$ cat src/rtl/dtoc_pkg.sv
package dtoc_pkg;

  // ------------------------------------------------------------
  // register indices and byte addresses
  // ------------------------------------------------------------
  localparam logic [7:0] IDX_TRIGGER_FILTER_CONFIG = 8'h49;
  localparam logic [7:0] IDX_X_LOW_POWER_OFFSET = 8'h4a;
  localparam logic [7:0] IDX_Y_LOW_POWER_OFFSET = 8'h4b;
  localparam logic [7:0] IDX_PATH_STATUS = 8'h60;
  localparam logic [31:0] ADDR_TRIGGER_FILTER_CONFIG = {22'h000000, IDX_TRIGGER_FILTER_CONFIG, 2'h0};
  localparam logic [31:0] ADDR_X_LOW_POWER_OFFSET = {22'h000000, IDX_X_LOW_POWER_OFFSET, 2'h0};
  localparam logic [31:0] ADDR_Y_LOW_POWER_OFFSET = {22'h000000, IDX_Y_LOW_POWER_OFFSET, 2'h0};
  localparam logic [31:0] ADDR_PATH_STATUS = {22'h000000, IDX_PATH_STATUS, 2'h0};

  // ------------------------------------------------------------
  // reset values and masks
  // ------------------------------------------------------------
  localparam logic [7:0] RESET_TRIGGER_FILTER_CONFIG = 8'h00;
  localparam logic [7:0] RESET_LOW_POWER_OFFSET = 8'h00;
  localparam logic [7:0] CONFIG_WRITE_MASK = 8'he7;

  // ------------------------------------------------------------
  // datapath sizes and rates
  // ------------------------------------------------------------
  localparam int SAMPLE_WIDTH = 16;
  localparam int HIGHPASS_WIDTH = 20;
  localparam int OFFSET_FRAC_BITS = 3;
  localparam int FIFO_DEPTH = 16;
  localparam logic [5:0] FIRST_STAGE_SLOW = 6'h20;
  localparam logic [5:0] FIRST_STAGE_FAST = 6'h10;
  localparam logic [2:0] ODR_BASE = 3'h1;
  localparam logic [2:0] ODR_DOUBLE = 3'h2;
  localparam logic [2:0] ODR_QUAD = 3'h4;
  localparam logic signed [16:0] SAT_MAX = 17'sh07fff;
  localparam logic signed [16:0] SAT_MIN = -17'sh08000;

  // ------------------------------------------------------------
  // types
  // ------------------------------------------------------------
  typedef enum logic [5:0] {
    MODE_ULTRA_LOW_POWER = 6'h01,
    MODE_VERY_LOW_POWER = 6'h02,
    MODE_HIGH_SPEED = 6'h04,
    MODE_HIGH_PERFORMANCE = 6'h08,
    MODE_REDUCED_BANDWIDTH = 6'h10,
    MODE_LOW_POWER = 6'h20
  } power_mode_t;

  typedef struct packed {
    logic second_stage_skip;
    logic first_stage_rate_select;
    logic first_order_filter_enable;
    logic [1:0] reserved;
    logic floor_round_enable;
    logic trigger_pin_select;
    logic external_trigger_enable;
  } trigger_filter_config_t;

  typedef struct packed {
    logic signed [15:0] y;
    logic signed [15:0] x;
  } sample_t;

endpackage : dtoc_pkg
$ cat src/rtl/decimation_trigger_offset_config.sv
// The implementer's own choice: register access over AHB-Lite.
`timescale 1ns/1ps

module sample_fifo #(
  parameter int WIDTH = 32,
  parameter int DEPTH = 16
) (
  // clock and reset
  input wire logic clk_in,
  input wire logic resetn_in,
  // fill side
  input wire logic push_valid_in,
  output logic push_ready_out,
  input wire logic [WIDTH-1:0] push_data_in,
  // drain side
  output logic pop_valid_out,
  input wire logic pop_ready_in,
  output logic [WIDTH-1:0] pop_data_out,
  output logic [$clog2(DEPTH):0] level_out
);
  localparam int PW = $clog2(DEPTH);
  logic [WIDTH-1:0] mem [DEPTH];
  logic [PW-1:0] wr_ptr;
  logic [PW-1:0] rd_ptr;
  logic [PW:0] count;
  logic push;
  logic pop;

  assign push_ready_out = (count != (PW+1)'(DEPTH));
  assign pop_valid_out = (count != '0);
  assign push = push_valid_in && push_ready_out;
  assign pop = pop_valid_out && pop_ready_in;
  assign pop_data_out = mem[rd_ptr];
  assign level_out = count;

  always_ff @(posedge clk_in)
  begin
    if (push)
    begin
      mem[wr_ptr] <= push_data_in;
    end
  end

  always_ff @(posedge clk_in)
  begin
    if (!resetn_in)
    begin
      wr_ptr <= '0;
      rd_ptr <= '0;
      count <= '0;
    end
    else
    begin
      if (push)
      begin
        wr_ptr <= wr_ptr + 1'b1;
      end
      if (pop)
      begin
        rd_ptr <= rd_ptr + 1'b1;
      end
      if (push && !pop)
      begin
        count <= count + 1'b1;
      end
      else if (pop && !push)
      begin
        count <= count - 1'b1;
      end
    end
  end
endmodule : sample_fifo

module decimation_trigger_offset_config
  import dtoc_pkg::*;
(
  // clock and reset
  input wire logic REF_CLK_IN,
  input wire logic RESETN_IN,
  // ahb-lite slave
  input wire logic HSEL_IN,
  input wire logic [31:0] HADDR_IN,
  input wire logic [1:0] HTRANS_IN,
  input wire logic HWRITE_IN,
  input wire logic [2:0] HSIZE_IN,
  input wire logic [31:0] HWDATA_IN,
  input wire logic HREADY_IN,
  output logic [31:0] HRDATA_OUT,
  output logic HREADYOUT_OUT,
  output logic HRESP_OUT,
  // operating context
  input wire power_mode_t POWER_MODE_IN,
  input wire logic EQUALIZER_SKIP_IN,
  input wire logic [1:0] LOW_PASS_CUTOFF_FIELD_IN,
  // decimation and filter control
  output logic [5:0] FIRST_STAGE_RATE_OUT,
  output logic SECOND_STAGE_ACTIVE_OUT,
  output logic [2:0] ODR_MULTIPLIER_OUT,
  output logic FIRST_ORDER_FILTER_ENABLE_OUT,
  output logic EQUALIZER_ACTIVE_OUT,
  // conversion start
  input wire logic FRAME_SYNC_PIN_IN,
  input wire logic FIRST_INTERRUPT_PIN_IN,
  input wire logic INTERNAL_START_IN,
  output logic CONVERT_START_OUT,
  // high-pass output reduction
  input wire logic HIGHPASS_VALID_IN,
  input wire logic signed [HIGHPASS_WIDTH-1:0] HIGHPASS_DATA_IN,
  output logic HIGHPASS_VALID_OUT,
  output logic signed [SAMPLE_WIDTH-1:0] HIGHPASS_DATA_OUT,
  // low-power sample stream
  input wire logic SAMPLE_VALID_IN,
  output logic SAMPLE_READY_OUT,
  input wire sample_t SAMPLE_IN,
  output logic SAMPLE_VALID_OUT,
  input wire logic SAMPLE_READY_IN,
  output sample_t SAMPLE_OUT
);
  // ------------------------------------------------------------
  // register file over ahb-lite
  // ------------------------------------------------------------
  trigger_filter_config_t trigger_filter_config;
  trigger_filter_config_t next_config;
  logic [7:0] x_low_power_offset;
  logic [7:0] y_low_power_offset;
  logic [7:0] next_x_offset;
  logic [7:0] next_y_offset;
  logic wr_pending;
  logic [31:0] wr_addr;
  logic accept;
  logic [31:0] read_value;
  logic [31:0] status_word;
  logic [4:0] fifo_level;

  assign accept = HSEL_IN && HREADY_IN && HTRANS_IN[1];
  // zero wait states: every transfer completes in its first data-phase cycle
  assign HREADYOUT_OUT = 1'b1;
  assign HRESP_OUT = 1'b0;

  always_ff @(posedge REF_CLK_IN)
  begin
    if (!RESETN_IN)
    begin
      wr_pending <= 1'b0;
      wr_addr <= 32'h00000000;
    end
    else
    begin
      wr_pending <= accept && HWRITE_IN;
      wr_addr <= {HADDR_IN[31:2], 2'h0};
    end
  end

  always_comb
  begin
    next_config = trigger_filter_config;
    next_x_offset = x_low_power_offset;
    next_y_offset = y_low_power_offset;
    if (wr_pending && wr_addr == ADDR_TRIGGER_FILTER_CONFIG)
    begin
      next_config = HWDATA_IN[7:0] & CONFIG_WRITE_MASK;
    end
    if (wr_pending && wr_addr == ADDR_X_LOW_POWER_OFFSET)
    begin
      next_x_offset = HWDATA_IN[7:0];
    end
    if (wr_pending && wr_addr == ADDR_Y_LOW_POWER_OFFSET)
    begin
      next_y_offset = HWDATA_IN[7:0];
    end
  end

  always_ff @(posedge REF_CLK_IN)
  begin
    if (!RESETN_IN)
    begin
      trigger_filter_config <= RESET_TRIGGER_FILTER_CONFIG;
      x_low_power_offset <= RESET_LOW_POWER_OFFSET;
      y_low_power_offset <= RESET_LOW_POWER_OFFSET;
    end
    else
    begin
      trigger_filter_config <= next_config;
      x_low_power_offset <= next_x_offset;
      y_low_power_offset <= next_y_offset;
    end
  end

  assign status_word = {11'h000, fifo_level, 5'h00, ODR_MULTIPLIER_OUT, 4'h0,
                        FIRST_ORDER_FILTER_ENABLE_OUT, EQUALIZER_ACTIVE_OUT,
                        trigger_filter_config.first_stage_rate_select, SECOND_STAGE_ACTIVE_OUT};

  // read mux sees pending write data, so a back-to-back read of the config or offset registers is never stale; path status is not
  always_comb
  begin
    read_value = 32'h00000000;
    case ({HADDR_IN[31:2], 2'h0})
      ADDR_TRIGGER_FILTER_CONFIG: read_value = {24'h000000, next_config};
      ADDR_X_LOW_POWER_OFFSET: read_value = {24'h000000, next_x_offset};
      ADDR_Y_LOW_POWER_OFFSET: read_value = {24'h000000, next_y_offset};
      ADDR_PATH_STATUS: read_value = status_word;
      default: read_value = 32'h00000000;
    endcase
  end

  always_ff @(posedge REF_CLK_IN)
  begin
    if (!RESETN_IN)
    begin
      HRDATA_OUT <= 32'h00000000;
    end
    else if (accept && !HWRITE_IN)
    begin
      HRDATA_OUT <= read_value;
    end
  end

  // ------------------------------------------------------------
  // decimation chain and filter selection
  // ------------------------------------------------------------
  always_ff @(posedge REF_CLK_IN)
  begin
    if (!RESETN_IN)
    begin
      FIRST_STAGE_RATE_OUT <= FIRST_STAGE_SLOW;
      SECOND_STAGE_ACTIVE_OUT <= 1'b1;
      ODR_MULTIPLIER_OUT <= ODR_BASE;
    end
    else if (trigger_filter_config.first_stage_rate_select)
    begin
      FIRST_STAGE_RATE_OUT <= FIRST_STAGE_FAST;
      SECOND_STAGE_ACTIVE_OUT <= 1'b0;
      ODR_MULTIPLIER_OUT <= ODR_QUAD;
    end
    else
    begin
      FIRST_STAGE_RATE_OUT <= FIRST_STAGE_SLOW;
      SECOND_STAGE_ACTIVE_OUT <= !trigger_filter_config.second_stage_skip;
      ODR_MULTIPLIER_OUT <= trigger_filter_config.second_stage_skip ? ODR_DOUBLE : ODR_BASE;
    end
  end

  // cutoff field and equalizer skip are trusted to software; no interlock here
  always_ff @(posedge REF_CLK_IN)
  begin
    if (!RESETN_IN)
    begin
      FIRST_ORDER_FILTER_ENABLE_OUT <= 1'b0;
      EQUALIZER_ACTIVE_OUT <= 1'b0;
    end
    else
    begin
      FIRST_ORDER_FILTER_ENABLE_OUT <= trigger_filter_config.first_order_filter_enable;
      EQUALIZER_ACTIVE_OUT <= (POWER_MODE_IN == MODE_HIGH_PERFORMANCE) && !EQUALIZER_SKIP_IN
                              && !trigger_filter_config.first_order_filter_enable;
    end
  end

  // ------------------------------------------------------------
  // conversion start
  // ------------------------------------------------------------
  logic [1:0] pin_meta;
  logic [1:0] pin_sync;
  logic [1:0] pin_prev;
  logic [1:0] pin_rise;
  logic selected_rise;

  always_ff @(posedge REF_CLK_IN)
  begin
    if (!RESETN_IN)
    begin
      pin_meta <= 2'h0;
      pin_sync <= 2'h0;
      pin_prev <= 2'h0;
    end
    else
    begin
      pin_meta <= {FIRST_INTERRUPT_PIN_IN, FRAME_SYNC_PIN_IN};
      pin_sync <= pin_meta;
      pin_prev <= pin_sync;
    end
  end

  assign pin_rise = pin_sync & ~pin_prev;
  assign selected_rise = trigger_filter_config.trigger_pin_select ? pin_rise[1] : pin_rise[0];

  always_ff @(posedge REF_CLK_IN)
  begin
    if (!RESETN_IN)
    begin
      CONVERT_START_OUT <= 1'b0;
    end
    else if (trigger_filter_config.external_trigger_enable)
    begin
      CONVERT_START_OUT <= selected_rise;
    end
    else
    begin
      CONVERT_START_OUT <= INTERNAL_START_IN;
    end
  end

  // ------------------------------------------------------------
  // high-pass output reduction
  // ------------------------------------------------------------
  logic signed [SAMPLE_WIDTH-1:0] highpass_cut;
  assign highpass_cut = HIGHPASS_DATA_IN[HIGHPASS_WIDTH-1 -: SAMPLE_WIDTH];

  always_ff @(posedge REF_CLK_IN)
  begin
    if (!RESETN_IN)
    begin
      HIGHPASS_VALID_OUT <= 1'b0;
      HIGHPASS_DATA_OUT <= 16'h0000;
    end
    else
    begin
      HIGHPASS_VALID_OUT <= HIGHPASS_VALID_IN;
      if (HIGHPASS_VALID_IN)
      begin
        // a negative cut value plus one never overflows
        if (trigger_filter_config.floor_round_enable && HIGHPASS_DATA_IN[HIGHPASS_WIDTH-1])
        begin
          HIGHPASS_DATA_OUT <= highpass_cut + 16'h0001;
        end
        else
        begin
          HIGHPASS_DATA_OUT <= highpass_cut;
        end
      end
    end
  end

  // ------------------------------------------------------------
  // low-power offset correction and buffering
  // ------------------------------------------------------------
  logic low_power_path;
  logic [15:0] axis_in [2];
  logic [15:0] axis_out [2];
  logic [7:0] axis_offset [2];
  sample_t corrected;

  assign low_power_path = (POWER_MODE_IN == MODE_ULTRA_LOW_POWER) || (POWER_MODE_IN == MODE_VERY_LOW_POWER)
                          || (POWER_MODE_IN == MODE_HIGH_SPEED);
  assign axis_in[0] = SAMPLE_IN.x;
  assign axis_in[1] = SAMPLE_IN.y;
  assign axis_offset[0] = x_low_power_offset;
  assign axis_offset[1] = y_low_power_offset;

  // fractional offset steps below one output step are floored away
  for (genvar a = 0; a < 2; a++)
  begin : g_axis
    logic signed [19:0] scaled_sum;
    logic signed [16:0] whole;
    assign scaled_sum = $signed({axis_in[a][15], axis_in[a], 3'h0})
                        + $signed({{12{axis_offset[a][7]}}, axis_offset[a]});
    assign whole = 17'(scaled_sum >>> OFFSET_FRAC_BITS);
    always_comb
    begin
      if (!low_power_path)
      begin
        axis_out[a] = axis_in[a];
      end
      else if (whole > SAT_MAX)
      begin
        axis_out[a] = SAT_MAX[15:0];
      end
      else if (whole < SAT_MIN)
      begin
        axis_out[a] = SAT_MIN[15:0];
      end
      else
      begin
        axis_out[a] = whole[15:0];
      end
    end
  end

  assign corrected = {axis_out[1], axis_out[0]};

  sample_fifo #(
    .WIDTH($bits(sample_t)),
    .DEPTH(FIFO_DEPTH)
  ) u_fifo (
    .clk_in(REF_CLK_IN),
    .resetn_in(RESETN_IN),
    .push_valid_in(SAMPLE_VALID_IN),
    .push_ready_out(SAMPLE_READY_OUT),
    .push_data_in(corrected),
    .pop_valid_out(SAMPLE_VALID_OUT),
    .pop_ready_in(SAMPLE_READY_IN),
    .pop_data_out(SAMPLE_OUT),
    .level_out(fifo_level)
  );
endmodule : decimation_trigger_offset_config

$ cat config.mk
export PLATFORM = sky130hd
export DESIGN_NAME = decimation_trigger_offset_config
export DESIGN_NICKNAME = d
export VERILOG_FILES = /design/src/rtl/dtoc_pkg.sv /design/src/rtl/decimation_trigger_offset_config.sv
export SDC_FILE = /design/constraint.sdc
export NUM_CORES = 1
export LEC_CHECK = 0
export BUFFER_PORTS_ARGS = -buffer_cell sky130_fd_sc_hd__buf_2
export CORE_MARGIN = 8
export CORE_UTILIZATION = 50
export DETAILED_ROUTE_END_ITERATION = 12
export PLACE_DENSITY = 0.69
export SLEW_MARGIN = 20
export SYNTH_ARGS = -nofsm -noshare
export SYNTH_HDL_FRONTEND = slang
export SYNTH_SLANG_ARGS = --single-unit
export TNS_END_PERCENT = 20
$ cat constraint.sdc
create_clock -name REF_CLK_IN -period 5 [get_ports REF_CLK_IN]
set_input_delay 1 -clock REF_CLK_IN [delete_from_list [all_inputs] [get_ports REF_CLK_IN]]
set_output_delay 1 -clock REF_CLK_IN [all_outputs]
set_load 0.02 [all_outputs]
After elaboration in Yosys (flattened, before gate mapping) --
Memory sizes are Yosys's and may differ from the RTL's. A register that Yosys moved wholly into a read port is not among the register bits. Cells that the tools add are included.
Cells by class: add/sub/neg operators 7, multiply operators 0, divide/modulo/power cells 0, order comparisons 4, equal/unequal tests 12, shifts and indexed selects 0, muxes and demuxes 23, bitwise gates (word level) 3, reductions and logical operators 25
Operator list (count):
- 30-bit by 7-bit == test with 1-bit output, second input constant | 4
- 16-bit two-way mux | 7
- 32-bit by 9-bit == test with 1-bit output, second input constant | 3
- 21-bit case mux with 4 select lines | 1
- 19-bit by 8-bit adder with 20-bit output | 2
- 17-bit by 16-bit greater-than comparator with 1-bit output, second input constant | 2
- 17-bit by 16-bit < comparator with 1-bit output, second input constant | 2
- 8-bit two-way mux | 3
- 16-bit by 1-bit adder with 16-bit output, second input constant | 1
- 1-bit logical AND | 14
- 5-bit two-way mux | 2
- 4-bit by 1-bit adder with 4-bit output, second input constant | 2
- 4-bit two-way mux | 2
- 6-bit by 1-bit == test with 1-bit output, second input constant | 1
- 6-bit by 2-bit == test with 1-bit output, second input constant | 1
- 6-bit by 3-bit == test with 1-bit output, second input constant | 1
- 6-bit by 4-bit == test with 1-bit output, second input constant | 1
- 1-bit logical NOT | 6
- 6-bit two-way mux | 1
- 5-bit by 1-bit adder with 5-bit output, second input constant | 1
- 1-bit two-way mux | 5
- 5-bit != test, second input constant | 1
- 5-bit nonzero test | 1
- 5-bit by 1-bit subtractor with 5-bit output, second input constant | 1
- other kinds (8) | 9
Storage, ports and cells: bits in registers 138, latch bits 0, RAM bits 512, memory bits (read-only) 0, input bits 141, output and inout bits 98, memories kept 1
Memory list:
- u_fifo.mem | words 16, bits a word 32, rd ports 1, clocked after memory_dff 1, write ports 1, line decimation_trigger_offset_config.sv:22 | logic [WIDTH-1:0] mem [DEPTH];

Depth between registers and ports, before layout --
Gate-level depths: netlist of run 1.
depth after elaboration 6, gate-level depth with buffers 12, gate-level depth less buffers 12

Hierarchy --
Synthesis of run 1 repeated with hierarchy kept, for this count alone.
Second synthesis, totals: cells, all modules 1663, area, all modules 26650.6 µm²
By module, submodules not included:
- sample_fifo | times used 1, cells an instance 892, area an instance 20039.2 µm², seq. area each 15715.1 µm²
- decimation_trigger_offset_config | times used 1, cells an instance 771, area an instance 6611.3 µm², seq. area each 2021.9 µm²

Worst setup path after synthesis of run 1 --
No wires, ideal clock.
path kind in2reg, start point input port SAMPLE_VALID_IN, end point memory u_fifo.mem[3][0] (enable), setup time 0.461 ns, data arrival time 3.761 ns, slack 0.779 ns, cell stages on the path 4, buffers on the path 1, cell sequence and2_1 clkbuf_1 nand2_1 nor3_1
Between the ends: cells in the longest elaborated chain, start to end 3
Ends and longest elaborated chain:
- start: declaration | line decimation_trigger_offset_config.sv:112 | input wire logic SAMPLE_VALID_IN,
- 1-bit logical AND | line decimation_trigger_offset_config.sv:31 | assign push = push_valid_in && push_ready_out;
- named net u_fifo.push | line decimation_trigger_offset_config.sv:26 | logic push;
- 1-bit two-way mux | line decimation_trigger_offset_config.sv:38 | if (push)
- 1-bit two-way mux (implied by the code) | line decimation_trigger_offset_config.sv:40 | mem[wr_ptr] <= push_data_in;
- end: declaration | line decimation_trigger_offset_config.sv:22
The timed path passes the listed nets, and every way through them passes these cells.

==> qor.txt, run 1 <==
outcome -> finished, final reports clean
cell taking the most area after synthesis -> edfxtp_1
async set or reset register ratio after synthesis -> 0
GRT Total Usage -> 0.196
Nets -> 1,961
slew of the pin with the lowest slew margin -> 1010 ps
sequential area share after synthesis -> 0.670
Leak -> 10.3 nW
final cycle utilization of the critical path -> 0.847
critical path's slowest cell -> o21ai_1
Synth area leaders -> edfxtp_1 (58%), mux4_2 (14%), dfxtp_1 (8.9%)
port bufs -> 180
worst rel slew slack -> 0.322
H-tree level count -> 2
drt first-iter violations -> 1,257
row count -> 84
max cap viols -> 0
final setup fails -> 0
gpl congestion -> 0.846
Max Clock Skew -> 22.3 ps
first-pass GRT wire length -> 90,800 um
routed len/inst -> 23.9 um
R2R setup slack -> 770 ps
post-DP HPWL -> 36,400 um
FILL cells -> 3,897
CTS tree -> built
critical path cell sequence -> ha_1, a21o_1, a21o_1, a21oi_1, mux2_2, nor4bb_2, o21ai_1, o21ai_1
hold crit path type -> reg -> reg
FMAX -> 0.236 GHz
synth-to-layout area growth -> 14.1%
Clock Sinks -> 630
DRT Wirelength -> 60,100 um
Worst Path Max Fanout -> 16
Reg clk slew, reported paths -> 60 ps
Final Slew Violations -> 0
I/O pins -> 239
Skew-Pair Late Insertion Delay -> 620 ps
TritonRoute pass-1 iters -> 5
final hold violation count -> 0
Fin Setup TNS -> 0 ps
worst endpoint required time -> 5280 ps
grt ovf -> 0
layout cells sized above 1 -> 0.283
most frequent cell after synthesis -> edfxtp_1
number of remaining DRC errors -> 0
Place WS -> 245 ps
post_cts resized -> 0
antenna violations before repair -> 8
DRT antenna net count -> 0
Setup CP Type -> reg -> reg
Worst VDD drop -> 0.000281 V
Yosys warning count -> 0
clock root cell -> clkbuf_16
Seq cells post-synth -> 630
Core Region -> 52,400 um2
RSZ-0062 raised after global routing -> false
Setup crit start kind -> flop
Main synth FF type -> edfxtp_1
die area -> 60,500 um2
Synth Instances -> 1,568
critical path buffer and inverter count -> 0
largest net degree at the start of global routing -> 60
average size of a mapped cell -> 16.9 um2
Die Wd -> 246 um
Post-synth EDFFs -> 512
Initial Utilization -> 0.505
vias per cell -> 5.89
setup ws final -> 766 ps
TritonCTS Buffers -> 57
cts hold-fix bufs -> 0
Die Y -> 246 um
pwr dens -> 413 nW/um2
critical path arrival -> 4510 ps
post-CTS setup buffer count -> 0
number of global-route vias before repair -> 15,300
Final Critical Period -> 4230 ps
crit-path max cell delay -> 880 ps
Vias -> 14,800
Mapped Area -> 26,500 um2
top cells by count, synth -> edfxtp_1 (512), mux4_2 (160), dfxtp_1 (118)
Synth cell types -> 79
Top delay family on crit path -> compound AO/OA/AOI/OAI gates
Max clock buf depth -> 3
top-area cell type share of the netlist area -> 0.581
crit path capture type -> flop
## power by group
group / switching (W) / internal [W]
combinational: 0.00111 / 0.00104
sequential: 0.000146 / 0.00588
clock: 0.00189 / 0.00241
total: 0.00314 / 0.00933
## per-stage QoR
stage / utilization / instances / power, W / area (um2) / hold WS, ps
after detailed placement: 0.540 / 2404 / 0.00832 / 28300 / 423
final: 0.576 / 2514 / 0.0125 / 30200 / 440
after CTS: 0.575 / 2511 / 0.0126 / 30200 / 440
after global routing: 0.576 / 2511 / 0.0129 / 30200 / 459
after global placement: 0.540 / 2404 / 0.00829 / 28300 / 420
after floorplan: - / 1588 / 0.00766 / 26500 / 407
## metal layers
layer,up-vias,part of all wire,track usage
met1,7564,0.41,0.259
met5,-,0.0010,0
met4,10,0.017,0.0484
met2,526,0.50,0.333
met3,79,0.070,0.0394
li1,6622,-,-
## registers in the layout, summed over array words and instances, names as in the netlist, 5 cells and up, named ones only
| register | flops |
|---|---|
| wr_addr | 30 |
| HIGHPASS_DATA_OUT | 16 |
| y_low_power_offset | 8 |
| u_fifo.mem | 512 |
| HRDATA_OUT | 16 |
| trigger_filter_config | 7 |
| u_fifo.level_out | 5 |
| x_low_power_offset | 8 |
## cell type report
type                       count  area [um2]  area share
sequential                   630       17700       0.588
multi-input combinational    835        8380       0.277
clock buffer                  66        1460      0.0483
timing repair buffer         226        1280      0.0425
tap                          688         861      0.0285
clock inverter                41         377      0.0125
inverter                      25        93.8     0.00311
antenna                        3        7.51    0.000249
## cell usage in the layout, fill, tap and decap left out, types with 9 or more instances in the layout
cell type,count
clkbuf_16,57
nor3_1,10
ha_1,42
a21boi_0,12
a21o_1,15
and3_1,12
mux2i_1,24
clkinv_2,13
nor2b_1,30
and2_1,56
o211a_1,16
inv_1,25
mux4_2,160
o21ai_0,32
dfxtp_1,114
nor2_4,12
xnor2_1,26
conb_1,22
xor2_1,14
nand3_1,36
buf_2,180
buf_4,43
clkbuf_1,9
a21oi_1,50
a211oi_1,12
clkinv_1,15
edfxtp_1,512
nand2_1,70
nor2_1,33
## worst paths after layout
path,start,endpoint,depth (start not counted)
setup / recovery,y_low_power_offset[7],u_fifo.mem[13][30],8
hold / removal,pin_meta[0],pin_sync[0],1
setup reg to reg,y_low_power_offset[7],u_fifo.mem[13][30],8
hold reg to reg,pin_meta[0],pin_sync[0],1
## worst register-to-register path, delay by kind of cell (launching register included)
family,cells,cell delay [ps]
fa+ha+maj,1,400
mux,1,380
simple gates,1,560
flops,1,660
compound gates,5,1900
## cells by family after synthesis
logic type,share of synthesized area
flip-flops,0.670
other,0.000284
multiplexers,0.146
XOR/XNOR,0.0132
buffers and inverters,0.0215
adder cells (fa/ha/maj),0.0221
AO/OA/AOI/OAI,0.0568
AND/OR/NAND/NOR,0.0702
No activity file was read; power rests on OpenSTA's default activity.
==> run 2, diff against run 1 <==
ABC_AREA = 1   (was unset)
clock period = 4.2 ns   (was 5 ns; I/O delays follow)
==> run 2 against run 1 <==
Effect of this change: total power up 28%; routed wire length is 18% higher; register-to-register slack improved by 110 ps; clock skew is 1.5 ps lower; largest cell class unchanged; largest power group unchanged; highest routed layer unchanged.
==> qor.txt, run 2 <==
Worst VDD drop -> 0.000367 V
Internal -> 0.0113 W
Max Clock Skew -> 20.8 ps
Hold Path End -> pin_sync[1]
number of remaining DRC errors -> 0
Fin Setup TNS -> 0 ps
critical path buffer and inverter count -> 2
Setup CP Type -> reg -> out
Final Critical Period -> 3560 ps
commonest non-fill, non-tap cell in the layout -> edfxtp_1
final hold violation count -> 0
Synth cell types -> 51
Die Wd -> 254 um
WHS Path Cells -> 2
Switch Pwr -> 0.00467 W
Leak -> 12.5 nW
async set or reset register ratio after synthesis -> 0
antenna violations before repair -> 11
pwr dens -> 497 nW/um2
max FFs per register -> 512
Sw Ratio -> 0.293
CTS tree -> built
post-CTS setup buffer count -> 0
final cycle utilization of the critical path -> 0.848
Max clock buf depth -> 3
Final Slew Violations -> 0
Die Y -> 254 um
outcome -> finished, final reports clean
number of global-route vias before repair -> 19,500
GRT Total Usage -> 0.218
I/O pins -> 239
cell taking the most area after synthesis -> edfxtp_1
Core Region -> 56,200 um2
most frequent cells in the layout -> edfxtp_1 (512), nand2_1 (345), inv_1 (287)
Yosys warning count -> 0
Mapped Area -> 28,200 um2
critical path cell sequence -> buf_4, mux2i_1, o21ai_0, o211ai_1, nand2_1, buf_2
Post-synth EDFFs -> 512
grt ovf -> 0
reg2reg start -> y_low_power_offset[7]
clock root cell -> clkbuf_16
Vias -> 19,500
Place WS -> 590 ps
most frequent cell after synthesis -> edfxtp_1
largest net degree at the start of global routing -> 93
Nets -> 2,938
slew of the pin with the lowest slew margin -> 1040 ps
combinational power share -> 0.201
Synth area leaders -> edfxtp_1 (54%), dfxtp_1 (8.4%), nand2_1 (4.6%)
Biggest register -> u_fifo.mem
first-pass GRT wire length -> 109,000 um
vias per cell -> 5.47
drt first-iter violations -> 1,370
Setup crit start kind -> flop
port bufs -> 180
row count -> 87
worst endpoint required time -> 3360 ps
post-DP HPWL -> 43,500 um
Synth Instances -> 2,575
H-tree level count -> 3
utilization after layout -> 0.570
Hold Startpoint -> pin_meta[1]
Reg power frac -> 0.451
die area -> 64,400 um2
gpl congestion -> 0.863
top cells by count, synth -> edfxtp_1 (512), nand2_1 (345), inv_1 (288)
critical path's slowest cell -> dfxtp_4
FF-to-FF path depth -> 11
synth-to-layout area growth -> 13.4%
FMAX -> 0.281 GHz
RR Endpoint -> u_fifo.mem[9][28]
hold crit path type -> reg -> reg
top-area cell type share of the netlist area -> 0.544
TritonRoute pass-1 iters -> 6
max cap viols -> 0
Top delay family on crit path -> flip-flops
TritonCTS Buffers -> 67
Clock Power Share -> 0.348
layout cells sized above 1 -> 0.149
setup ws final -> 640 ps
worst rel slew slack -> 0.303
post_cts resized -> 0
Main synth FF type -> edfxtp_1
Seq cells post-synth -> 630
R2R setup slack -> 880 ps
critical path arrival -> 2720 ps
DRT Wirelength -> 70,600 um
Clock Sinks -> 630
RSZ-0062 raised after global routing -> false
DRT antenna net count -> 0
cts hold-fix bufs -> 0
Worst Path Max Fanout -> 47
average size of a mapped cell -> 11.0 um2
crit path capture type -> output pin
sequential area share after synthesis -> 0.628
Reg clk slew, reported paths -> 60 ps
final setup fails -> 0
Skew-Pair Late Insertion Delay -> 590 ps
Initial Utilization -> 0.503
Largest regs -> u_fifo.mem x512, wr_addr x30
routed len/inst -> 19.8 um
crit-path max cell delay -> 820 ps
run 2: changes by cell type after synthesis, sizes merged, moves of 94 or more:
cell / delta
nand3: +94
mux2i: +104
a21oi: +152
nor2: +166
o21ai: +161
inv: +270
mux4: -160
o211ai: +126
nand2: +301
run 2: worst register-to-register path, cell delays in order, from the launching register on:
cell and delay [ps]:
dfxtp_1 700, ha_1 400, a21o_1 210, nand2_1 60, nand2_1 80, a21oi_1 260
nand2_1 110, nand2_2 90, nand4_2 360, nand2_1 190, nand2_1 60, nand2_1 500
run 2: area by class of cell:
cell class | instances | area [um2]
diodes | 3 | 7.51
clock buffers | 96 | 1860
multi-input cells | 1525 | 8790
flip-flops and latches | 630 | 17700
clock inverters | 26 | 186
fillers | 4657 | 24100
inverters | 297 | 1120
repair buffers | 231 | 1380
well taps | 756 | 946
run 2: kinds of logic (layout without fill, tap and decap cells):
family / Yosys count / in the layout / synth area share
other cells: 2 / 25 / 0.000266
flops: 630 / 630 / 0.628
xor+xnor: 35 / 35 / 0.0109
compound gates: 557 / 557 / 0.112
buf+inv: 440 / 650 / 0.0676
fa+ha+maj: 45 / 45 / 0.0207
mux: 128 / 128 / 0.0454
simple gates: 738 / 738 / 0.115
run 2: worst max path at each step:
stage,to,slack (ps),cells after the start
floorplan,u_fifo.mem[0][15],1110,12
global placement,u_fifo.mem[3][25],620,13
detailed placement,u_fifo.mem[9][28],590,13
CTS,SAMPLE_OUT[3],600,6
global route,SAMPLE_OUT[3],460,6
finish,SAMPLE_OUT[3],640,6
run 2: through the flow:
step | cell area (um2) | total power, W | std cells | hold WS [ps]
after floorplan | 28300 | 0.00949 | 2595 | 390
after global placement | 30000 | 0.0104 | 3439 | 402
after detailed placement | 30000 | 0.0105 | 3439 | 402
after CTS | 32000 | 0.0160 | 3561 | 406
after global routing | 32000 | 0.0166 | 3564 | 419
final | 32000 | 0.0159 | 3564 | 417
run 2: routing by layer:
layer  GRT usage  routed length [um]  up-vias
li1            -                   -     9300
met1       0.273               29100     9425
met5           0                  72        -
met3      0.0391                4430      144
met2       0.377               35000      612
met4      0.0786                2050       12
run 2: power groups by stage:
stage,Clock [W],Sequential (W),Combinational (W)
floorplan,0,0.00720,0.00229
global placement,0,0.00731,0.00311
detailed placement,0,0.00732,0.00320
CTS,0.00562,0.00719,0.00322
global route,0.00587,0.00720,0.00353
finish,0.00555,0.00718,0.00320
